$ cat src/core/can_mode_pkg.sv
// Shared types and constants for CAN mode control and transmit mailboxes.
// Assumes one controller clock domain and a bit-timing unit elsewhere.
package can_mode_pkg;
    typedef enum logic [1:0] {
        MODE_SLEEP = 2'b00,
        MODE_INIT = 2'b01,
        MODE_SYNC = 2'b10,
        MODE_NORMAL = 2'b11
    } mode_t;
    typedef enum logic [1:0] {
        MB_EMPTY = 2'b00,
        MB_PENDING = 2'b01,
        MB_SCHEDULED = 2'b10,
        MB_TRANSMIT = 2'b11
    } mb_state_t;
    localparam int ID_W = 29;
    localparam int NUM_MAILBOXES = 2;
    localparam logic [ID_W-1:0] ID_RESET = 29'h0000000;
    localparam logic [3:0] SYNC_RECESSIVE_BITS = 4'hb;
    localparam logic [3:0] SYNC_CNT_RESET = 4'h0;
    localparam logic RECESSIVE = 1'b1;
    localparam logic INIT_ACKNOWLEDGE_RESET = 1'b0;
    localparam logic SLEEP_ACKNOWLEDGE_RESET = 1'b1;
endpackage

$ cat src/core/can_tx_mailbox.sv
// One transmit mailbox: identifier store, state and completion flags.
// Assumes scheduler and protocol core strobes are on the same clock.
`timescale 1ns/1ns
`default_nettype none
module can_tx_mailbox
    import can_mode_pkg::*;
(
    // Clock and reset
    input wire logic i_clk,
    input wire logic i_rst_b,
    // Software side
    input wire logic i_hold,
    input wire logic i_wr_en,
    input wire logic [ID_W-1:0] i_wr_id,
    input wire logic i_tx_req,
    input wire logic i_abort,
    input wire logic i_flag_clr,
    input wire logic i_no_auto_retransmit,
    // Scheduler and core
    input wire logic i_win,
    input wire logic i_start,
    input wire logic i_done,
    input wire logic i_arb_lost,
    input wire logic i_error,
    // State and flags
    output var mb_state_t o_state,
    output logic [ID_W-1:0] o_id,
    output logic o_request_complete,
    output logic o_transmit_ok,
    output logic o_arbitration_lost,
    output logic o_transmit_error
);
    logic abort_pend;
    logic in_tx;
    logic ev_done;
    logic ev_fail;
    logic ev_abort;
    logic ev_end;

    assign in_tx = (o_state == MB_TRANSMIT) && !i_hold;
    assign ev_done = in_tx && i_done;
    assign ev_fail = in_tx && !i_done && (i_arb_lost || i_error);
    assign ev_abort = !i_hold && i_abort &&
        (o_state == MB_PENDING || o_state == MB_SCHEDULED);
    assign ev_end = ev_fail && (i_no_auto_retransmit || abort_pend || i_abort);

    // Writes land only while empty
    always_ff @(posedge i_clk or negedge i_rst_b) begin
        if (!i_rst_b) begin
            o_id <= ID_RESET;
        end else if (i_wr_en && o_state == MB_EMPTY) begin
            o_id <= i_wr_id;
        end
    end

    always_ff @(posedge i_clk or negedge i_rst_b) begin
        if (!i_rst_b) begin
            o_state <= MB_EMPTY;
        end else if (!i_hold) begin
            case (o_state)
                MB_EMPTY: begin
                    if (i_tx_req) begin
                        o_state <= MB_PENDING;
                    end
                end
                MB_PENDING: begin
                    if (i_abort) begin
                        o_state <= MB_EMPTY;
                    end else if (i_win) begin
                        o_state <= MB_SCHEDULED;
                    end
                end
                MB_SCHEDULED: begin
                    if (i_abort) begin
                        o_state <= MB_EMPTY;
                    end else if (i_start) begin
                        o_state <= MB_TRANSMIT;
                    end else if (!i_win) begin
                        o_state <= MB_PENDING;
                    end
                end
                MB_TRANSMIT: begin
                    if (ev_done || ev_end) begin
                        o_state <= MB_EMPTY;
                    end else if (ev_fail) begin
                        o_state <= MB_PENDING;
                    end
                end
                default: begin
                    o_state <= MB_EMPTY;
                end
            endcase
        end
    end

    // Abort during transmit waits for the attempt to end
    always_ff @(posedge i_clk or negedge i_rst_b) begin
        if (!i_rst_b) begin
            abort_pend <= 1'b0;
        end else if (o_state != MB_TRANSMIT) begin
            abort_pend <= 1'b0;
        end else if (in_tx && i_abort) begin
            abort_pend <= 1'b1;
        end
    end

    // Set beats a same-cycle software clear
    always_ff @(posedge i_clk or negedge i_rst_b) begin
        if (!i_rst_b) begin
            o_request_complete <= 1'b0;
            o_transmit_ok <= 1'b0;
            o_arbitration_lost <= 1'b0;
            o_transmit_error <= 1'b0;
        end else begin
            if (ev_done || ev_abort || ev_end) begin
                o_request_complete <= 1'b1;
            end else if (i_flag_clr) begin
                o_request_complete <= 1'b0;
            end
            if (ev_done) begin
                o_transmit_ok <= 1'b1;
            end else if (ev_abort || ev_end || i_flag_clr) begin
                o_transmit_ok <= 1'b0;
            end
            if (ev_fail && i_arb_lost) begin
                o_arbitration_lost <= 1'b1;
            end else if (i_flag_clr) begin
                o_arbitration_lost <= 1'b0;
            end
            if (ev_fail && i_error) begin
                o_transmit_error <= 1'b1;
            end else if (i_flag_clr) begin
                o_transmit_error <= 1'b0;
            end
        end
    end

    chk_write_block: assert property (@(posedge i_clk) disable iff (!i_rst_b)
        (o_state != MB_EMPTY) |=> $stable(o_id))
        else $error("mailbox id changed while not empty");

    chk_abort_empty: assert property (@(posedge i_clk) disable iff (!i_rst_b)
        ev_abort |=> (o_state == MB_EMPTY) && o_request_complete && !o_transmit_ok)
        else $error("abort did not empty the mailbox");

    chk_no_auto_retransmit_once: assert property (@(posedge i_clk) disable iff (!i_rst_b)
        (ev_fail && i_no_auto_retransmit) |=> (o_state == MB_EMPTY) && o_request_complete && !o_transmit_ok)
        else $error("single-shot attempt was retried");
endmodule
`default_nettype wire

$ cat src/core/can_mode_tx_ctrl.sv
// CAN operating mode control, test mode pin routing and transmit scheduling.
// Assumes bit tick, bus idle and tx outcome strobes come from the protocol
// core on I_CLK; the receive pin is asynchronous.
// Function
// - Reset lands the controller in sleep
// - Request bits answered by matching acknowledge bits
// - Eleven recessive bits before joining the bus
// - Initialization halts transfers, transmit pin recessive
// - Mode changes never alter configuration
// - Sleep freezes mailbox state and flags; software flag clears still act
// - Initialization request ignored while asleep
// - Bus activity or software ends sleep
// - Wake-up interrupt on bus activity when enabled
// - Sleep acknowledge drops on leaving synchronization, for normal mode or initialization
// - Test options latched only during initialization
// - Silent: recessive pin, dominant bits looped internally
// - Loop back feeds transmit into receive
// - Combined mode isolates both pins
// - Mailbox writes blocked once not empty
// - Pending, scheduled, transmit, then empty with flags
// - Failure reports arbitration lost or error
// - Lowest identifier first, ties to mailbox zero
// - FIFO priority follows request order
// - Abort empties mailbox by transmission end
// - Single-shot mode attempts each message once
// - Exactly two transmit mailboxes
`timescale 1ns/1ns
`default_nettype none
module can_mode_tx_ctrl
    import can_mode_pkg::*;
(
    // Clock and reset
    input wire logic I_CLK,
    input wire logic I_RST_B,
    // Mode control
    input wire logic I_INIT_REQUEST,
    input wire logic I_SLEEP_REQUEST,
    input wire logic I_AUTO_WAKEUP_ENABLE,
    input wire logic I_WAKEUP_IRQ_ENABLE,
    input wire logic I_SILENT_SELECT,
    input wire logic I_LOOPBACK_SELECT,
    input wire logic I_TX_FIFO_PRIORITY,
    input wire logic I_NO_AUTO_RETRANSMIT,
    // Mode status
    output logic O_INIT_ACKNOWLEDGE,
    output logic O_SLEEP_ACKNOWLEDGE,
    output logic O_SLEEP_REQUEST_CLR,
    output logic O_WAKEUP_IRQ,
    output logic O_IGNORE_ACK_ERR,
    // Mailbox software access
    input wire logic I_MB_WR_EN,
    input wire logic I_MB_SEL,
    input wire logic [ID_W-1:0] I_MB_ID,
    input wire logic [1:0] I_TRANSMIT_REQUEST,
    input wire logic [1:0] I_ABORT_REQUEST,
    input wire logic [1:0] I_FLAG_CLEAR,
    // Mailbox status
    output logic [3:0] O_MB_STATE,
    output logic [1:0] O_REQUEST_COMPLETE,
    output logic [1:0] O_TRANSMIT_OK,
    output logic [1:0] O_ARBITRATION_LOST,
    output logic [1:0] O_TRANSMIT_ERROR,
    // Protocol core
    input wire logic I_BIT_TICK,
    input wire logic I_BUS_IDLE,
    input wire logic I_CORE_TX_BIT,
    input wire logic I_TX_DONE,
    input wire logic I_TX_ARB_LOST,
    input wire logic I_TX_ERROR,
    output logic O_CORE_RX_BIT,
    output logic O_TX_START,
    output logic O_TX_MB,
    output logic [ID_W-1:0] O_TX_ID,
    // Bus pins
    input wire logic I_BUS_RECEIVE_PIN,
    output logic O_BUS_TRANSMIT_PIN
);
    mode_t mode;
    mode_t next_mode;
    logic rx_meta;
    logic rx_sync;
    logic rx_prev;
    logic [3:0] rec_cnt;
    logic wake_pend;
    logic wake_ev;
    logic eff_sleep;
    logic test_silent;
    logic test_loop;
    logic core_tx;
    logic core_rx;
    logic hold;
    logic tx_busy;
    logic first_mb;
    logic [1:0] cand;
    logic [1:0] win;
    logic pick1;
    logic can_start;
    mb_state_t st [NUM_MAILBOXES];
    logic [ID_W-1:0] mid [NUM_MAILBOXES];

    // Pin passes two flops before use
    always_ff @(posedge I_CLK or negedge I_RST_B) begin
        if (!I_RST_B) begin
            rx_meta <= RECESSIVE;
            rx_sync <= RECESSIVE;
            rx_prev <= RECESSIVE;
        end else begin
            rx_meta <= I_BUS_RECEIVE_PIN;
            rx_sync <= rx_meta;
            rx_prev <= rx_sync;
        end
    end

    // Test options only move in initialization
    always_ff @(posedge I_CLK or negedge I_RST_B) begin
        if (!I_RST_B) begin
            test_silent <= 1'b0;
            test_loop <= 1'b0;
        end else if (mode == MODE_INIT) begin
            test_silent <= I_SILENT_SELECT;
            test_loop <= I_LOOPBACK_SELECT;
        end
    end

    // Core transmit forced recessive outside normal mode
    assign core_tx = (mode == MODE_NORMAL) ? I_CORE_TX_BIT : RECESSIVE;

    always_comb begin
        if (test_loop) begin
            core_rx = core_tx;
        end else if (test_silent) begin
            core_rx = rx_sync & core_tx;
        end else begin
            core_rx = rx_sync;
        end
    end

    always_ff @(posedge I_CLK or negedge I_RST_B) begin
        if (!I_RST_B) begin
            O_BUS_TRANSMIT_PIN <= RECESSIVE;
            O_CORE_RX_BIT <= RECESSIVE;
            O_IGNORE_ACK_ERR <= 1'b0;
        end else begin
            O_BUS_TRANSMIT_PIN <= test_silent ? RECESSIVE : core_tx;
            O_CORE_RX_BIT <= core_rx;
            O_IGNORE_ACK_ERR <= test_loop;
        end
    end

    // Bus idle detector; counts only while synchronizing
    always_ff @(posedge I_CLK or negedge I_RST_B) begin
        if (!I_RST_B) begin
            rec_cnt <= SYNC_CNT_RESET;
        end else if (mode != MODE_SYNC) begin
            rec_cnt <= SYNC_CNT_RESET;
        end else if (I_BIT_TICK) begin
            if (!core_rx) begin
                rec_cnt <= SYNC_CNT_RESET;
            end else if (rec_cnt != SYNC_RECESSIVE_BITS) begin
                rec_cnt <= rec_cnt + 4'h1;
            end
        end
    end

    // Wake only on a dominant edge at the pin, in loop back as well
    assign wake_ev = (mode == MODE_SLEEP) && rx_prev && !rx_sync;
    assign eff_sleep = I_SLEEP_REQUEST && !wake_pend;

    // Covers the gap until software drops its sleep bit
    always_ff @(posedge I_CLK or negedge I_RST_B) begin
        if (!I_RST_B) begin
            wake_pend <= 1'b0;
        end else if (wake_ev && I_AUTO_WAKEUP_ENABLE) begin
            wake_pend <= 1'b1;
        end else if (!I_SLEEP_REQUEST) begin
            wake_pend <= 1'b0;
        end
    end

    always_ff @(posedge I_CLK or negedge I_RST_B) begin
        if (!I_RST_B) begin
            O_SLEEP_REQUEST_CLR <= 1'b0;
            O_WAKEUP_IRQ <= 1'b0;
        end else begin
            O_SLEEP_REQUEST_CLR <= wake_ev && I_AUTO_WAKEUP_ENABLE;
            O_WAKEUP_IRQ <= wake_ev && I_WAKEUP_IRQ_ENABLE;
        end
    end

    // Mode sequencing; no configuration is touched here
    always_comb begin
        next_mode = mode;
        case (mode)
            MODE_SLEEP: begin
                if (!eff_sleep) begin
                    next_mode = MODE_SYNC;
                end
            end
            MODE_SYNC: begin
                if (eff_sleep) begin
                    next_mode = MODE_SLEEP;
                end else if (I_INIT_REQUEST) begin
                    next_mode = MODE_INIT;
                end else if (rec_cnt == SYNC_RECESSIVE_BITS) begin
                    next_mode = MODE_NORMAL;
                end
            end
            MODE_INIT: begin
                if (eff_sleep) begin
                    next_mode = MODE_SLEEP;
                end else if (!I_INIT_REQUEST) begin
                    next_mode = MODE_SYNC;
                end
            end
            MODE_NORMAL: begin
                // Let a frame in flight finish before leaving the bus
                if (!tx_busy && I_INIT_REQUEST) begin
                    next_mode = MODE_INIT;
                end else if (!tx_busy && eff_sleep) begin
                    next_mode = MODE_SLEEP;
                end
            end
            default: begin
                next_mode = MODE_SLEEP;
            end
        endcase
    end

    always_ff @(posedge I_CLK or negedge I_RST_B) begin
        if (!I_RST_B) begin
            mode <= MODE_SLEEP;
        end else begin
            mode <= next_mode;
        end
    end

    always_ff @(posedge I_CLK or negedge I_RST_B) begin
        if (!I_RST_B) begin
            O_INIT_ACKNOWLEDGE <= INIT_ACKNOWLEDGE_RESET;
            O_SLEEP_ACKNOWLEDGE <= SLEEP_ACKNOWLEDGE_RESET;
        end else begin
            O_INIT_ACKNOWLEDGE <= (next_mode == MODE_INIT);
            if (next_mode == MODE_SLEEP) begin
                O_SLEEP_ACKNOWLEDGE <= 1'b1;
            end else if (next_mode != MODE_SYNC) begin
                O_SLEEP_ACKNOWLEDGE <= 1'b0;
            end
        end
    end

    // Scheduler
    assign hold = (mode == MODE_SLEEP);
    assign tx_busy = (st[0] == MB_TRANSMIT) || (st[1] == MB_TRANSMIT);
    assign cand[0] = (st[0] == MB_PENDING) || (st[0] == MB_SCHEDULED);
    assign cand[1] = (st[1] == MB_PENDING) || (st[1] == MB_SCHEDULED);
    assign pick1 = cand[1] && (!cand[0] ||
        (I_TX_FIFO_PRIORITY ? first_mb : (mid[1] < mid[0])));
    assign win[1] = pick1;
    assign win[0] = cand[0] && !pick1;
    assign can_start = (mode == MODE_NORMAL) && !test_silent && I_BUS_IDLE &&
        !tx_busy && ((win[0] && st[0] == MB_SCHEDULED) ||
        (win[1] && st[1] == MB_SCHEDULED));

    // Oldest request; one step behind the request itself
    always_ff @(posedge I_CLK or negedge I_RST_B) begin
        if (!I_RST_B) begin
            first_mb <= 1'b0;
        end else if (cand[1] && !cand[0]) begin
            first_mb <= 1'b1;
        end else if (!cand[1]) begin
            first_mb <= 1'b0;
        end
    end

    always_ff @(posedge I_CLK or negedge I_RST_B) begin
        if (!I_RST_B) begin
            O_TX_START <= 1'b0;
            O_TX_MB <= 1'b0;
            O_TX_ID <= ID_RESET;
        end else begin
            O_TX_START <= can_start;
            if (can_start) begin
                O_TX_MB <= pick1;
                O_TX_ID <= pick1 ? mid[1] : mid[0];
            end
        end
    end

    generate
        for (genvar g = 0; g < NUM_MAILBOXES; g++) begin : gen_mb
            can_tx_mailbox u_mb (
                .i_clk(I_CLK),
                .i_rst_b(I_RST_B),
                .i_hold(hold),
                .i_wr_en(I_MB_WR_EN && (I_MB_SEL == 1'(g))),
                .i_wr_id(I_MB_ID),
                .i_tx_req(I_TRANSMIT_REQUEST[g]),
                .i_abort(I_ABORT_REQUEST[g]),
                .i_flag_clr(I_FLAG_CLEAR[g]),
                .i_no_auto_retransmit(I_NO_AUTO_RETRANSMIT),
                .i_win(win[g]),
                .i_start(can_start && win[g]),
                .i_done(I_TX_DONE),
                .i_arb_lost(I_TX_ARB_LOST),
                .i_error(I_TX_ERROR),
                .o_state(st[g]),
                .o_id(mid[g]),
                .o_request_complete(O_REQUEST_COMPLETE[g]),
                .o_transmit_ok(O_TRANSMIT_OK[g]),
                .o_arbitration_lost(O_ARBITRATION_LOST[g]),
                .o_transmit_error(O_TRANSMIT_ERROR[g])
            );
        end
    endgenerate

    assign O_MB_STATE = {st[1], st[0]};

    chk_sleep_no_init: assert property (@(posedge I_CLK) disable iff (!I_RST_B)
        (mode == MODE_SLEEP && eff_sleep) |=> !O_INIT_ACKNOWLEDGE && O_SLEEP_ACKNOWLEDGE)
        else $error("init acknowledged while asleep");

    chk_sync_bits: assert property (@(posedge I_CLK) disable iff (!I_RST_B)
        (mode == MODE_SYNC && next_mode == MODE_NORMAL) |-> rec_cnt == SYNC_RECESSIVE_BITS)
        else $error("normal mode entered before bus idle");

    chk_init_quiet: assert property (@(posedge I_CLK) disable iff (!I_RST_B)
        (mode == MODE_INIT) |=> O_BUS_TRANSMIT_PIN && !O_TX_START)
        else $error("bus activity during initialization");

    chk_silent_pin: assert property (@(posedge I_CLK) disable iff (!I_RST_B)
        test_silent |=> O_BUS_TRANSMIT_PIN && !O_TX_START)
        else $error("silent mode drove the bus");

    chk_loop_feed: assert property (@(posedge I_CLK) disable iff (!I_RST_B)
        test_loop |=> O_CORE_RX_BIT == $past(core_tx))
        else $error("loop back not fed from transmit");

    chk_wake_pulses: assert property (@(posedge I_CLK) disable iff (!I_RST_B)
        (wake_ev && I_WAKEUP_IRQ_ENABLE) |=> O_WAKEUP_IRQ ##1 !O_WAKEUP_IRQ)
        else $error("wake-up interrupt missing");

    chk_sleep_acknowledge_sync: assert property (@(posedge I_CLK) disable iff (!I_RST_B)
        $fell(O_SLEEP_ACKNOWLEDGE) |-> $past(mode) == MODE_SYNC)
        else $error("sleep acknowledge dropped before sync");

    chk_prio_id: assert property (@(posedge I_CLK) disable iff (!I_RST_B)
        (can_start && &cand && !I_TX_FIFO_PRIORITY && mid[0] <= mid[1])
        |=> st[0] == MB_TRANSMIT && !O_TX_MB)
        else $error("higher identifier sent first");

    chk_fifo_order: assert property (@(posedge I_CLK) disable iff (!I_RST_B)
        (can_start && &cand && I_TX_FIFO_PRIORITY) |=> O_TX_MB == $past(first_mb))
        else $error("request order not kept");

    chk_sleep_freeze: assert property (@(posedge I_CLK) disable iff (!I_RST_B)
        (hold && !(|I_FLAG_CLEAR)) |=> $stable(O_REQUEST_COMPLETE) && $stable(O_MB_STATE))
        else $error("status moved in sleep");
endmodule
`default_nettype wire

$ cat config.mk
export PLATFORM = sky130hd
export DESIGN_NAME = can_mode_tx_ctrl
export DESIGN_NICKNAME = d
export VERILOG_FILES = /design/src/core/can_mode_pkg.sv /design/src/core/can_tx_mailbox.sv /design/src/core/can_mode_tx_ctrl.sv
export SDC_FILE = /design/constraint.sdc
export NUM_CORES = 1
export LEC_CHECK = 0
export BUFFER_PORTS_ARGS = -buffer_cell sky130_fd_sc_hd__buf_4
export CAP_MARGIN = 20
export CORE_MARGIN = 2
export CORE_UTILIZATION = 40
export CTS_CLUSTER_DIAMETER = 60
export DETAILED_ROUTE_END_ITERATION = 6
export GPL_TIMING_DRIVEN = 0
export HOLD_SLACK_MARGIN = 0.05
export PLACE_DENSITY = 0.69
export SLEW_MARGIN = 10
export SYNTH_ARGS = -nofsm -noshare
export SYNTH_HDL_FRONTEND = slang
export SYNTH_SLANG_ARGS = --single-unit
$ cat constraint.sdc
create_clock -name I_CLK -period 2.7 [get_ports I_CLK]
set_clock_uncertainty 0.2 [all_clocks]
set_input_delay 0.54 -clock I_CLK [delete_from_list [all_inputs] [get_ports I_CLK]]
set_output_delay 0.54 -clock I_CLK [all_outputs]
set_load 0.005 [all_outputs]
=== Word level (Yosys, flattened, before mapping) ===
Index checks and enable logic that the tools add are counted.

* Register bits: 123
* Input bits: 54
* Output and inout bits: 50
* Logic and storage cells: 213

* Add/subtract/negate cells: 1
* $lt $le $gt $ge: 1
* Eq/ne operators: 27
* Mux-type cells: 59
* Bitwise operators: 3
* Reductions and logical operators: 89

{| class="wikitable"
|+ Operator list
! kind !! count
|-
| 2-bit two-way mux || 24
|-
| 1-bit logical AND || 42
|-
| 29-bit < comparator || 1
|-
| 29-bit two-way mux || 1
|-
| 1-bit two-way mux || 27
|-
| 2-bit one-hot mux with 4 select lines || 3
|-
| 2-bit nonzero test || 12
|-
| 1-bit logical OR || 20
|-
| 4-bit two-way mux || 4
|-
| 2-bit == test, second input constant || 6
|-
| 2-bit inequality test, second input constant || 6
|-
| 4-bit inequality test, second input constant || 3
|-
| 5-bit AND reduction || 2
|-
| 3-bit by 1-bit inequality test with 1-bit output, second input constant || 3
|-
| 2-bit by 1-bit == test with 1-bit output, second input constant || 4
|-
| 1-bit zero test || 8
|-
| 2-bit zero test || 4
|-
| 3-bit by 2-bit inequality test with 1-bit output, second input constant || 2
|-
| 4-bit by 1-bit adder with 4-bit output, second input constant || 1
|-
| 4-bit == test, second input constant || 1
|-
| 2-bit by 1-bit inequality test with 1-bit output, second input constant || 2
|-
| 1-bit NOT || 2
|-
| 2-bit AND reduction || 1
|-
| 1-bit bitwise AND || 1
|}

=== Longest topological paths before layout ===
Gate-level depths: netlist of the first run.

* Depth in word-level cells: 14
* Gate-level depth with buffers: 11
* Gate-level depth less buffers: 9

=== Hierarchy ===
Synthesis of the first run repeated with hierarchy kept, for this count alone.

* Cell total of the unflattened synthesis: 502
* Area, all modules: 6,294.8 sq um

{| class="wikitable"
|+ By module, submodules not included
! module !! times used !! cells an instance !! area each (sq um)
|-
| can_mode_tx_ctrl || 1 || 286 || 3,266.9
|-
| can_tx_mailbox || 2 || 108 || 1,514.0
|}

=== Worst setup path before layout of the first run ===
OpenSTA, ideal clock, no wires.

* Path type: flip-flop to flip-flop
* Start: register gen_mb[0].u_mb.o_state[0]
* End: register gen_mb[0].u_mb.o_state[0]
* Data arrival time: 2.307 ns
* Slack: 0.068 ns
* Cell stages (with the launch flop): 9
* Cells stage by stage: dfrtp_1 inv_1 ha_1 nand2_1 or2_2 o22ai_1 a2111oi_0 a211oi_2 mux2_2

* Cells in the longest elaborated chain, start to end: 14

{| class="wikitable"
|+ Ends and longest elaborated chain
! element !! line !! RTL
|-
| from (decl) || can_tx_mailbox.sv:26 || <nowiki>output var mb_state_t o_state,</nowiki>
|-
| from (signal assigned) || can_tx_mailbox.sv:58 || <nowiki>o_state <= MB_EMPTY;</nowiki>
|-
| from (signal assigned) || can_tx_mailbox.sv:63 || <nowiki>o_state <= MB_PENDING;</nowiki>
|-
| from (signal assigned) || can_tx_mailbox.sv:68 || <nowiki>o_state <= MB_EMPTY;</nowiki>
|-
| 2-bit by 1-bit == test with 1-bit output / 2-bit == test (equally long branches) || can_tx_mailbox.sv:60, can_mode_tx_ctrl.sv:254, can_mode_tx_ctrl.sv:261 ||
|-
| 1-bit logical OR || can_mode_tx_ctrl.sv:254 || <nowiki>assign cand[0] = (st[0] == MB_PENDING) || (st[0] == MB_SCHEDULED);</nowiki>
|-
| 1-bit zero test || can_mode_tx_ctrl.sv:256 || <nowiki>assign pick1 = cand[1] && (!cand[0] ||</nowiki>
|-
| 1-bit logical OR || can_mode_tx_ctrl.sv:256 ||
|-
| 1-bit logical AND || can_mode_tx_ctrl.sv:256 ||
|-
| 1-bit zero test || -- ||
|-
| 1-bit logical AND || can_mode_tx_ctrl.sv:259 || <nowiki>assign win[0] = cand[0] && !pick1;</nowiki>
|-
| 1-bit logical AND || can_mode_tx_ctrl.sv:261 || <nowiki>!tx_busy && ((win[0] && st[0] == MB_SCHEDULED) ||</nowiki>
|-
| 1-bit logical OR || can_mode_tx_ctrl.sv:261 ||
|-
| 1-bit logical AND || can_mode_tx_ctrl.sv:261 ||
|-
| 1-bit logical AND || can_mode_tx_ctrl.sv:302 || <nowiki>.i_start(can_start && win[g]),</nowiki>
|-
| 2-bit two-way mux || can_tx_mailbox.sv:76 || <nowiki>end else if (i_start) begin</nowiki>
|-
| 2-bit two-way mux || can_tx_mailbox.sv:74 || <nowiki>if (i_abort) begin</nowiki>
|-
| 2-bit one-hot mux with 4 select lines || can_tx_mailbox.sv:60 || <nowiki>case (o_state)</nowiki>
|}

Several ways; a longest one is shown, not always the timed one.
A chain may end at the register's enable or synchronous reset.

=== Worst setup path in the final report of the first run ===
* Start: register gen_mb[1].u_mb.o_id[12]
* End: register O_TX_ID[25]

* Cells in the longest elaborated chain, start to end: 9

{| class="wikitable"
|+ Ends and longest elaborated chain
! element !! line !! RTL
|-
| from (decl) || can_tx_mailbox.sv:27 || <nowiki>output logic [ID_W-1:0] o_id,</nowiki>
|-
| from (signal assigned) || can_tx_mailbox.sv:52 || <nowiki>o_id <= i_wr_id;</nowiki>
|-
| 29-bit < comparator * || can_mode_tx_ctrl.sv:257 || <nowiki>(I_TX_FIFO_PRIORITY ? first_mb : (mid[1] < mid[0])));</nowiki>
|-
| 1-bit two-way mux * || can_mode_tx_ctrl.sv:257 ||
|-
| 1-bit logical OR * || can_mode_tx_ctrl.sv:256 ||
|-
| 1-bit logical AND * || can_mode_tx_ctrl.sv:256 ||
|-
| 1-bit zero test || -- ||
|-
| 1-bit logical AND || can_mode_tx_ctrl.sv:259 ||
|-
| 1-bit logical AND || can_mode_tx_ctrl.sv:261 ||
|-
| 1-bit logical OR || can_mode_tx_ctrl.sv:261 ||
|-
| 1-bit logical AND || can_mode_tx_ctrl.sv:261 ||
|-
| to (signal assigned) || can_mode_tx_ctrl.sv:284 || <nowiki>O_TX_ID <= pick1 ? mid[1] : mid[0];</nowiki>
|-
| to (decl) || can_mode_tx_ctrl.sv:73 || <nowiki>output logic [ID_W-1:0] O_TX_ID,</nowiki>
|}

Mark *: on every way between the ends. The rest lies on a longest branch, timed or not.

==> results.txt, run 1 <==
----------------------------------------------------
[Status]
  Result of the run ... finished with violations
  Violations in the final reports ... negative setup slack

[CTS]
  TritonCTS clock tree ... yes
  CTS H-tree lvls ... 4
  Root Driver ... clkbuf_16
  Clock tree sinks ... 123
  CTS buffer count ... 17
  Latest clock arrival within the worst-skew pair ... 0.41 ns
  Clock-pin slew reported for the worst setup and hold paths after clock tree synthesis ... 0.06 ns
  Maximum buffer depth of the clock tree ... 2

[Floorplanning]
  Floorplan core area ... 15030 um^2
  Number of rows created at floorplan ... 45
  Die Y ... 127.4 um
  Area of the die ... 16220 um^2
  Initial Utilization ... 0.4049
  Die width ... 127.4 um
  Number of top-level design ports ... 104

[Global route]
  GR Util All Layers ... 0.1937
  Met1 track utilization from global routing ... 0.2381
  GRT overflow ... 0
  Most heavily used metal layer in global routing ... met2
  Wire length of the first global-routing pass ... 24450 um
  Maximum number of pins on one net before global-route repair ... 64
  Global routing met2 resource utilization ... 0.3275
  Initial antenna violation count ... 0
  Number of global-route vias before repair ... 4866
  Met3 capacity usage during global routing ... 0.06198

[Yosys]
  Number of storage elements in the synthesis netlist ... 123
  Post-synthesis net count ... 606
  Post-synthesis instance total ... 515
  Number of flops mapped to enable cells by yosys ... 0
  Number of different library cells in the post-synthesis netlist ... 59
  Mean area per synthesized cell ... 11.82 um^2
  Main synth FF type ... dfrtp_1
  Share of synthesized area occupied by flip-flops and latches ... 0.5069
  Summed instance area of the synthesized netlist ... 6087 um^2
  Fraction of synthesis flops using an asynchronous set or reset pin ... 1.000
  Synth warn ... 0

[Placed design]
  Final weighted congestion of routability-driven global placement ... 0.8120
  Hpwl dp ... 10220 um
  Post-detailed-placement cell area ... 7127 um^2
  Port-buffer cells ... 103

[Job]
  Max_cap viols ... 0

[Setup path]
  Data required time at the worst endpoint ... 2.79 ns
  R2r startpoint ... gen_mb[1].u_mb.o_id[12]
  Reg-to-reg critical path endpoint ... O_TX_ID[25]
  Start point of the critical path ... gen_mb[1].u_mb.o_id[12]
  Worst setup SP type ... flip-flop
  Worst reg2reg path depth ... 8
  Critical path start-end classification ... reg2reg
  Slack of the worst reg-to-reg path ... -0.09 ns
  Element type at the critical path end ... flip-flop
  Critical Path AT ... 2.89 ns
  Critical path fanouts, max ... 5

[STA]
  Top achievable clock speed ... 358.0 MHz
  Fin crit share ... 1.035
  Total of endpoints with negative setup slack in the final report ... 22
  Total count of max-transition violations in the final report ... 0
  Setup slack of the critical path after layout ... -0.09369 ns
  Min Clock Period, post-route ... 2.794 ns
  Headroom to the max-slew limit ... 0.4936
  Endpoints failing hold ... 0
  Transition time of the tightest slew-check pin ... 0.7596 ns
  RSZ-0062 raised after global routing ... true
  Final hold slack ... 0.1425 ns

[Pwr]
  Worst voltage drop across the vdd grid ... 0.6277 mV
  Leakage power ... 4.001 nW
  Total power per unit cell area ... 1125 nW/um^2

[Drt]
  Detailed router's first-iteration violation count ... 220
  Router iterations before antenna repair ... 5
  Wirelength, routed ... 15480 um
  Vias per inst ... 5.234
  DR WL/cell ... 17.57 um
  Number of remaining DRC errors ... 0
  Vias ... 4611
  Number of nets with antenna violations after routing ... 0

[Final layout]
  Layout fillers ... 1227
  Synth-to-layout area growth ... 41.64%
  Most frequent standard cell in the layout excluding fill and tap cells ... buf_4
  Number of antenna cells inserted ... 0
  Commonest non-fill, non-tap cells in the layout ... buf_4, dfrtp_1, mux2_2
  Net total in the final layout ... 771
  Layout cell share with drive strength beyond 1 ... 0.4877
  Post-route cell area ... 8622 um^2

[Min path]
  Instance count along the most critical hold path ... 2
  Capture endpoint of the worst hold path ... gen_mb[1].u_mb.o_request_complete
  Type of the most critical hold path ... in2reg
  Hold Startpoint ... I_FLAG_CLEAR[1]

----------------------------------------------------
## cell usage after synthesis, drive strengths merged (2+ instances only)
master | n | area [um^2]
dfrtp | 117 | 2928
mux2 | 61 | 686.9
inv | 48 | 180.2
ha | 37 | 462.9
nand2b | 31 | 193.9
o221a | 29 | 326.6
nand2 | 25 | 96.35
a21oi | 21 | 105.1
buf | 17 | 115.1
o21ai | 16 | 83.83
nor2 | 15 | 56.30
clkbuf | 8 | 31.28
nor2b | 8 | 50.05
dfstp | 6 | 157.7
nand3 | 6 | 30.03
nand4 | 5 | 31.28
o22ai | 5 | 31.28
or2b | 5 | 37.54
a2111oi | 4 | 41.29
nor3 | 4 | 20.02
a211oi | 3 | 27.52
a221oi | 3 | 32.53
a31oi | 3 | 18.77
nand3b | 3 | 22.52
or2 | 3 | 18.77
or3 | 3 | 23.77
a211o | 2 | 18.77
a21o | 2 | 15.01
a22oi | 2 | 15.01
and2 | 2 | 12.51
and3 | 2 | 12.51
and4b | 2 | 20.02
nor4 | 2 | 42.54
o32a | 2 | 20.02
o41ai | 2 | 25.03
## logic make-up after synthesis
| family | share of synthesized area |
|---|---|
| AOI/OAI and AO/OA | 0.1361 |
| adders and majority gates | 0.07770 |
| buffers and inverters | 0.05365 |
| DFF | 0.5069 |
| muxes | 0.1145 |
| and+or+nand+nor | 0.1112 |
## how the worst max path moves through the flow
stage	slack [ns]	end
floorplan	0.07	gen_mb[0].u_mb.o_state[0]
global placement	-0.36	O_TX_ID[2]
detailed placement	-0.44	O_TX_ID[24]
CTS	-0.04	O_TX_ID[25]
global route	-0.16	O_TX_ID[23]
finish	-0.09	O_TX_ID[25]
## area by class of cell
cell class / count / area (um^2) / area share
multi-input cells: 319 / 3104 / 0.3600
clock buffers: 20 / 466.7 / 0.05413
well taps: 188 / 235.2 / 0.02728
clock inverters: 12 / 168.9 / 0.01959
inverters: 48 / 180.2 / 0.02090
flip-flops and latches: 123 / 3087 / 0.3580
plain buffers: 25 / 206.4 / 0.02394
repair buffers: 146 / 1174 / 0.1361
## sequential cells by signal, summed over array words and instances (netlist names), 2 cells and up
signal                          count
gen_mb.u_mb.o_request_complete      2
gen_mb.u_mb.o_id                   58
O_TX_ID                            29
gen_mb.u_mb.o_arbitration_lost      2
gen_mb.u_mb.o_transmit_error        2
gen_mb.u_mb.abort_pend              2
rec_cnt                             4
mode                                2
gen_mb.u_mb.o_state                 4
gen_mb.u_mb.o_transmit_ok           2
## power by group
part | internal, mW | switching [mW] | total [mW]
clock | 1.61 | 0.804 | 2.41
combinational | 2.28 | 1.92 | 4.20
sequential | 2.54 | 0.547 | 3.09
## metal layers
layer / part of all wire / wire, um / vias up
li1: - / - / 2184
met1: 0.43 / 6661 / 2299
met2: 0.50 / 7723 / 111
met3: 0.058 / 894 / 17
met4: 0.013 / 200 / 0
met5: 0 / 0 / -
## through the flow
| step | utilization | total power [mW] | setup TNS (ns) | cells | setup WS [ns] |
|---|---|---|---|---|---|
| finish | 0.5735 | 9.701 | -1.363 | 881 | -0.09369 |
| CTS | 0.5526 | 9.220 | -0.8129 | 872 | -0.04264 |
| floorplan | - | 4.935 | 0 | 515 | 0.06839 |
| detailed placement | 0.4741 | 5.979 | -13.00 | 807 | -0.4391 |
| global placement | 0.4720 | 5.846 | -11.13 | 806 | -0.3597 |
| global route | 0.5735 | 10.31 | -3.230 | 881 | -0.1554 |
## timing repair
action	4_1_cts	5_1_grt
setup buffers	30	8
hold buffers	2	0
pin swaps	23	23
gates cloned	1	1
gates resized for setup	52	50
endpoints found under the setup margin	49	44
hold endpoints to repair	55	0
## critical path, stage by stage, from the launching register on
cell and delay [ns]:
dfrtp_1 0.42, ha_4 0.29, nand4_1 0.20, o41ai_4 0.67, a211o_4 0.29, o21ai_4 0.07
buf_6 0.16, clkbuf_16 0.15, o221a_1 0.21
Power figures use the tool's default switching activity.
==> run 2, diff against run 1 <==
Settings changed: TNS_END_PERCENT from default to 10.
==> run 2 against run 1 <==
  * The flow still finishes with violations (negative setup slack)
  * Final area shrank 2.4%
  * Hold slack lost 0.0034 ns
  * Wire length shrank 1.5%
  * Critical path depth grew 1
  * Combinational power shrank 5.5%
  * Fmax grew 0.12%
  * Die area is the same
  * Clock power is essentially flat
  * Clock-buffer cell count is the same
  * Setup slack gained 0.0034 ns
  * Sequential share of layout area grew 0.86 points
==> results.txt, run 2 (synthesized netlist as in run 1, its figures left out) <==
----------------------------------------------------
[Status]
  Result of the run ... finished with violations
  Violations in the final reports ... negative setup slack

[Final layout]
  Layout cell share with drive strength beyond 1 ... 0.4693 (-0.01844)
  Largest registers ... gen_mb.u_mb.o_id: 58 flops, O_TX_ID: 29 flops
  Register containing the most flip-flops in the final layout ... gen_mb.u_mb.o_id
  Number of antenna cells inserted ... 0 (unchanged)
  Net total in the final layout ... 762 (-1.2%)
  Synth-to-layout area growth ... 38.25%
  Commonest non-fill, non-tap cells in the layout ... buf_4, dfrtp_1, mux2_2
  Largest register FFs ... 58 (unchanged)
  Most frequent standard cell in the layout excluding fill and tap cells ... buf_4
  Final cell count without fillers ... 872 (-1.0%)

[CTS]
  Latest clock arrival within the worst-skew pair ... 0.42 ns (about the same)
  Clock tree sinks ... 123 (unchanged)
  Clock-pin slew reported for the worst setup and hold paths after clock tree synthesis ... 0.06 ns (about the same)
  Root Driver ... clkbuf_16
  TritonCTS clock tree ... yes
  CTS buffer count ... 17 (unchanged)
  CTS H-tree lvls ... 4 (unchanged)
  Maximum buffer depth of the clock tree ... 2 (unchanged)

[Setup path]
  Largest stage delay, worst path ... 0.52 ns (-0.15 ns)
  Critical path fanouts, max ... 5 (unchanged)
  Critical Path AT ... 2.88 ns (about the same)
  Crit-path cells ... ha_1 -> nand4_1 -> inv_1 -> a21oi_2 -> o41ai_4 -> a2111oi_4 -> clkbuf_8 -> or2b_1 -> o221a_1
  Cell type of the slowest stage on the worst timing path ... a2111oi_4
  CP Buf/Inv Count ... 2 (unchanged)
  Worst reg2reg path depth ... 9 (+1)
  Largest delay contributor family on the critical path ... compound AO/OA/AOI/OAI gates
  Critical path start-end classification ... reg2reg
  Number of logic stages on the critical path including buffering ... 9 (+1)
  Data required time at the worst endpoint ... 2.79 ns (about the same)
  Element type at the critical path end ... flip-flop
  Worst setup SP type ... flip-flop

[STA]
  Min Clock Period, post-route ... 2.790 ns (-0.003388 ns)
  Fin crit share ... 1.033 (-0.001255)
  Transition time of the tightest slew-check pin ... 0.7721 ns (+0.01254 ns)
  Endpoints failing hold ... 0 (unchanged)
  Total count of max-transition violations in the final report ... 0 (unchanged)
  Final hold slack ... 0.1391 ns (-0.003397 ns)
  Setup slack of the critical path after layout ... -0.09030 ns (+0.003388 ns)
  RSZ-0062 raised after global routing ... true
  Total of endpoints with negative setup slack in the final report ... 28 (+27%)
  Top achievable clock speed ... 358.4 MHz (+0.12%)
  Headroom to the max-slew limit ... 0.4852 (-0.008361)

[Pwr]
  Total power per unit cell area ... 1125 nW/um^2 (about the same)
  Worst voltage drop across the vdd grid ... 0.6166 mV (-1.8%)
  Leakage power ... 3.926 nW (-1.9%)

[Drt]
  Wirelength, routed ... 15250 um (-1.5%)
  Router iterations before antenna repair ... 4 (-1)
  Number of remaining DRC errors ... 0 (unchanged)
  Vias per inst ... 5.220 (-0.26%)
  DR WL/cell ... 17.48 um (-0.50%)
  Number of nets with antenna violations after routing ... 0 (unchanged)
  Detailed router's first-iteration violation count ... 236 (+7.3%)
  Vias ... 4552 (-1.3%)

[Floorplanning]
  Area of the die ... 16220 um^2 (unchanged)
  Number of top-level design ports ... 104 (unchanged)
  Die width ... 127.4 um (unchanged)
  Die Y ... 127.4 um (unchanged)
  Floorplan core area ... 15030 um^2 (unchanged)
  Number of rows created at floorplan ... 45 (unchanged)
  Initial Utilization ... 0.4049 (unchanged)

[Job]
  Max_cap viols ... 0 (unchanged)

[Placed design]
  Post-Place Setup Slack ... -0.4391 ns (unchanged)
  Hpwl dp ... 10220 um (unchanged)
  Final weighted congestion of routability-driven global placement ... 0.8120 (unchanged)
  Port-buffer cells ... 103 (unchanged)
  Number of placed cells counting well taps ... 807 (unchanged)

[Min path]
  Type of the most critical hold path ... in2reg
  Instance count along the most critical hold path ... 2 (unchanged)

[Global route]
  Maximum number of pins on one net before global-route repair ... 64 (unchanged)
  Most heavily used metal layer in global routing ... met2
  Global routing met2 resource utilization ... 0.3240 (-0.003460)
  Met1 track utilization from global routing ... 0.2375 (-0.0005460)
  Number of global-route vias before repair ... 4826 (-0.82%)
  Initial antenna violation count ... 0 (unchanged)
  Wire length of the first global-routing pass ... 24240 um (-0.88%)
  GR Util All Layers ... 0.1922 (-0.001532)
  Met3 capacity usage during global routing ... 0.06114 (-0.0008375)
  GRT overflow ... 0 (unchanged)

----------------------------------------------------
==> run 2: area by class of cell <==
class | instances | area [um^2]
tap | 188 | 235.2
buffer | 25 | 173.9
clock buffer | 20 | 466.7
sequential | 123 | 3085
multi-input combinational | 319 | 3017
timing repair buffer | 137 | 1089
inverter | 48 | 180.2
fill | 1251 | 6618
clock inverter | 12 | 168.9
==> run 2: where the power goes <==
part           switching, mW  internal [mW]  total [mW]
combinational           1.83           2.14        3.97
clock                  0.808           1.61        2.42
sequential             0.535           2.54        3.07
total                   3.17           6.29        9.46
==> run 2: per-layer routing <==
layer  vias up  wire, um  share of wire
met1      2275      6555           0.43
met4         0       110         0.0072
met2       100      7653           0.50
met5         -         0              0
met3        13       927          0.061
li1       2164         -              -
==> run 2: metrics by stage <==
| step | power, mW | TNS (ns) | utilization | area (um^2) |
|---|---|---|---|---|
| floorplan | 4.935 | 0 | - | 6087 |
| global placement | 5.846 | -11.13 | 0.4720 | 7096 |
| detailed placement | 5.979 | -13.00 | 0.4741 | 7127 |
| CTS | 9.166 | -0.7880 | 0.5474 | 8229 |
| global route | 10.07 | -4.755 | 0.5598 | 8416 |
| finish | 9.463 | -1.131 | 0.5598 | 8416 |
==> run 2: repair_timing <==
| action | 4_1_cts | 5_1_grt |
|---|---|---|
| pin swaps | 18 | 24 |
| setup buffers | 26 | 3 |
| cloned | 1 | 1 |
| resized for setup | 45 | 26 |
| hold endpoints to repair | 55 | 0 |
| hold buffers | 2 | 0 |
| endpoints found under the setup margin | 49 | 44 |
==> run 2: final timing paths <==
path                                          from                                 to  slack, ns
max                        gen_mb[1].u_mb.o_id[10]                        O_TX_ID[23]      -0.09
min                                I_FLAG_CLEAR[1]  gen_mb[1].u_mb.o_request_complete       0.14
max reg2reg                gen_mb[1].u_mb.o_id[10]                        O_TX_ID[23]      -0.09
min reg2reg                                rx_meta                            rx_sync       0.16
max in group asynchronous                  I_RST_B                        O_TX_ID[24]       1.12
min in group asynchronous                  I_RST_B                          wake_pend       0.47
==> run 2: worst reg2reg max path, delay by kind of cell (launching register included) <==
family / cells / cell delay, ns
adders and majority gates: 1 / 0.31
AOI/OAI and AO/OA: 4 / 1.01
DFF: 1 / 0.39
buffers and inverters: 2 / 0.34
and+or+nand+nor: 2 / 0.42
==> run 3, diff against run 2 <==
Settings changed: CORE_UTILIZATION 40 to 51, PLACE_DENSITY 0.69 to 0.83, SYNTH_HIERARCHICAL from default to 1.
==> run 3 against run 2 <==
  * The flow still finishes with violations (negative setup slack)
  * Sequential power about the same
  * Synthesized cell count down 2.5%
  * Clock-buffer cell count up 10
  * Clock power down 13%
  * Hold slack worse by 0.011 ns
  * Highest routed layer unchanged
  * Critical path type unchanged
  * Via count down 3.0%
  * Largest cell class is now multi-input gates
==> results.txt, run 3 <==
----------------------------------------------------
[STA]
  RSZ-0062 raised after global routing ... true
  Headroom to the max-slew limit ... 0.4363 (-0.04893)
  Setup slack of the critical path after layout ... -0.4870 ns (-0.3967 ns)
  Min Clock Period, post-route ... 3.187 ns (+0.3967 ns)
  Total of endpoints with negative setup slack in the final report ... 34 (+21%)
  Final hold slack ... 0.1281 ns (-0.01100 ns)
  Transition time of the tightest slew-check pin ... 0.8424 ns (+0.07028 ns)
  Fin crit share ... 1.180 (+0.1469)
  Endpoints failing hold ... 0 (unchanged)
  Total count of max-transition violations in the final report ... 0 (unchanged)
  Top achievable clock speed ... 313.8 MHz (-12%)

[Global route]
  Initial antenna violation count ... 0 (unchanged)
  GRT overflow ... 0 (unchanged)
  GR Util All Layers ... 0.2180 (+0.02586)
  Maximum number of pins on one net before global-route repair ... 64 (unchanged)
  Number of global-route vias before repair ... 4620 (-4.3%)
  Wire length of the first global-routing pass ... 22210 um (-8.4%)

[Final layout]
  Number of antenna cells inserted ... 0 (unchanged)
  Most frequent standard cell in the layout excluding fill and tap cells ... dfrtp_1
  Layout fillers ... 864 (-31%)
  Largest register FFs ... 58 (unchanged)
  Largest registers ... gen_mb.u_mb/o_id: 58 flops, O_TX_ID: 29 flops
  Register containing the most flip-flops in the final layout ... gen_mb.u_mb/o_id
  Post-route cell area ... 8148 um^2 (-3.2%)
  Area of the multi-input gates ... 3124 um^2 (+3.6%)
  Synth-to-layout area growth ... 29.44%
  Register area ... 3085 um^2 (unchanged)
  Layout cell share with drive strength beyond 1 ... 0.4709 (+0.001650)
  Net total in the final layout ... 738 (-3.1%)
  Commonest non-fill, non-tap cells in the layout ... dfrtp_1, buf_4, mux2_2

[Status]
  Result of the run ... finished with violations
  Violations in the final reports ... negative setup slack

[Placed design]
  Hpwl dp ... 9595 um (-6.1%)
  Final weighted congestion of routability-driven global placement ... 0.8330 (+2.6%)
  Post-detailed-placement cell area ... 7316 um^2 (+2.7%)
  Port-buffer cells ... 103 (unchanged)

[Setup path]
  R2r startpoint ... gen_mb[0].u_mb/o_id[24]
  Reg-to-reg critical path endpoint ... gen_mb[1].u_mb/o_state[0]
  Worst reg2reg path depth ... 12 (+3)
  Element type at the critical path end ... flip-flop
  Critical path destination ... gen_mb[1].u_mb/o_state[0]
  Worst setup SP type ... flip-flop
  Critical path fanouts, max ... 6 (+1)
  Start point of the critical path ... gen_mb[0].u_mb/o_id[24]
  Critical Path AT ... 3.28 ns (+0.40 ns)
  Critical path start-end classification ... reg2reg
  Data required time at the worst endpoint ... 2.79 ns (about the same)
  Slack of the worst reg-to-reg path ... -0.49 ns (-0.40 ns)

[Pwr]
  Leakage power ... 3.937 nW (+0.30%)
  Power spent charging and discharging nets ... 3.174 mW (about the same)
  Sw frac ... 0.3345 (-0.0009576)
  Total power per unit cell area ... 1165 nW/um^2 (+3.6%)
  Worst voltage drop across the vdd grid ... 0.5306 mV (-14%)
  Power share of the combinational group ... 0.457 (+0.037)
  Internal Power ... 6.315 mW (+0.42%)
  Proportion of power drawn by flip-flops and latches ... 0.321 (-0.004)
  Clk pwr share ... 0.222 (-0.033)

[Yosys]
  Number of storage elements in the synthesis netlist ... 123 (unchanged)
  Most common cell in the synthesized netlist ... dfrtp_1
  Post-synthesis net count ... 599 (-1.2%)
  Cell types with the largest area share after synthesis ... dfrtp_1, mux2_2, ha_1, mux2_4, inv_1
  Post-synthesis instance total ... 502 (-2.5%)
  Summed instance area of the synthesized netlist ... 6295 um^2 (+3.4%)
  Share of synthesized area occupied by flip-flops and latches ... 0.4902 (-0.01672)
  Cell types with the highest counts after synthesis ... dfrtp_1, mux2_2, inv_1, ha_1, mux2_4
  Synth area leader ... dfrtp_1
  Synth warn ... 6 (+6)
  Fraction of synthesis flops using an asynchronous set or reset pin ... 1.000 (unchanged)
  Number of different library cells in the post-synthesis netlist ... 48 (-19%)
  Main synth FF type ... dfrtp_1
  Portion of synthesized cell area occupied by the leading cell type ... 0.4651 (-0.01587)
  Mean area per synthesized cell ... 12.54 um^2 (+6.1%)
  Number of flops mapped to enable cells by yosys ... 0 (unchanged)

[Floorplanning]
  Area of the die ... 13250 um^2 (-18%)
  Number of rows created at floorplan ... 40 (-11%)
  Die Y ... 115.1 um (-9.6%)
  Die width ... 115.1 um (-9.6%)
  Number of top-level design ports ... 104 (unchanged)
  Initial Utilization ... 0.5241 (+0.1192)
  Floorplan core area ... 12010 um^2 (-20%)

[CTS]
  TritonCTS clock tree ... yes
  Latest clock arrival within the worst-skew pair ... 0.41 ns (about the same)
  Clock tree sinks ... 123 (unchanged)
  CTS buffer count ... 17 (unchanged)
  Clock-pin slew reported for the worst setup and hold paths after clock tree synthesis ... 0.05 ns (about the same)
  CTS H-tree lvls ... 4 (unchanged)
  Maximum buffer depth of the clock tree ... 2 (unchanged)
  Root Driver ... clkbuf_16

[Drt]
  DR WL/cell ... 17.26 um (-1.3%)
  Wirelength, routed ... 13830 um (-9.3%)
  Number of remaining DRC errors ... 0 (unchanged)
  Vias ... 4414 (-3.0%)
  Number of nets with antenna violations after routing ... 0 (unchanged)
  Vias per inst ... 5.511 (+5.6%)
  Detailed router's first-iteration violation count ... 248 (+5.1%)
  Router iterations before antenna repair ... 4 (unchanged)

[Job]
  Max_cap viols ... 0 (unchanged)

[Min path]
  Type of the most critical hold path ... in2reg

----------------------------------------------------
## run 3: changes by cell type in the layout (fill, tap and decap cells not counted), moves of 6 or more
cell / before / now
ha_1: 26 / 38
mux2_4: 0 / 33
mux2_2: 61 / 89
ha_4: 11 / 5
nand2b_1: 31 / 1
buf_4: 139 / 116
nand2_2: 6 / 0
clkbuf_1: 5 / 11
o221a_2: 14 / 0
o221a_1: 10 / 0
## run 3: critical path, stage by stage, from the launching register on
cell and delay [ns]:
dfrtp_1 0.37, inv_1 0.06, ha_1 0.31, nand4_1 0.19
or4_4 0.47, a311oi_4 0.25, nor3_4 0.07, buf_6 0.14
and3_4 0.16, nor4bb_4 0.31, a2111oi_2 0.06, nand2_1 0.17
mux2_4 0.31
## run 3: logic make-up (layout without fill, tap and decap cells)
family / after synthesis / count (layout) / synth area share
buffers and inverters: 60 / 212 / 0.04373
AO/OA/AOI/OAI: 62 / 62 / 0.06500
AND/OR/NAND/NOR: 91 / 91 / 0.07653
adder cells (fa/ha/maj): 43 / 43 / 0.08547
flip-flops: 123 / 123 / 0.4902
multiplexers: 123 / 123 / 0.2391
## run 3: power groups by stage
stage / clock network, mW / registers (mW) / logic [mW]
floorplan: 0 / 2.92 / 2.83
global placement: 0 / 3.00 / 3.68
global route: 2.23 / 3.14 / 4.78
detailed placement: 0 / 3.06 / 3.81
finish: 2.11 / 3.05 / 4.33
CTS: 2.15 / 3.04 / 4.09
## run 3: repair_timing
action                                  CTS  global route
pin swaps                                14            13
buffers inserted                          8             6
endpoints found under the setup margin   35            35
hold buffers                              2             0
gates resized for setup                  10            16
hold endpoints to repair                 55             0
## run 3: final cells by class
type / count / share of cell area
Inverter: 48 / 0.02211
Clock inverter: 2 / 0.004300
Buffer: 12 / 0.01167
Sequential cell: 123 / 0.3787
Multi-Input combinational cell: 319 / 0.3834
Tap cell: 147 / 0.02257
Clock buffer: 30 / 0.06311
Timing Repair Buffer: 120 / 0.1141
## run 3: stage by stage
step                TNS [ns]  power (mW)    util  setup WS [ns]  cells
finish                -11.94       9.489  0.6783        -0.4870    801
global route          -17.20       10.14  0.6783        -0.6506    801
global placement      -20.32       6.681  0.6065        -0.8817    752
CTS                   -15.83       9.279  0.6660        -0.5632    795
detailed placement    -20.61       6.867  0.6091        -0.9006    753
floorplan             -5.684       5.748       -        -0.4514    502
## run 3: worst min-delay path by stage
stage	from	to	slack (ns)	cells after the start
global route	I_SLEEP_REQUEST	wake_pend	0.12	2
finish	I_SLEEP_REQUEST	wake_pend	0.13	2
CTS	I_SLEEP_REQUEST	wake_pend	0.11	2
detailed placement	rx_meta	rx_sync	0.15	0
global placement	rx_meta	rx_sync	0.15	0
floorplan	I_RST_B	O_IGNORE_ACK_ERR	0.04	0
## run 3: layer usage
metal	track usage	part of all wire	wire (um)	vias to the layer above
met5	0	0	0	-
met2	0.3761	0.52	7149	113
met3	0.06273	0.054	743	16
met4	0.07550	0.013	180	0
met1	0.2622	0.42	5754	2226
li1	-	-	-	2059
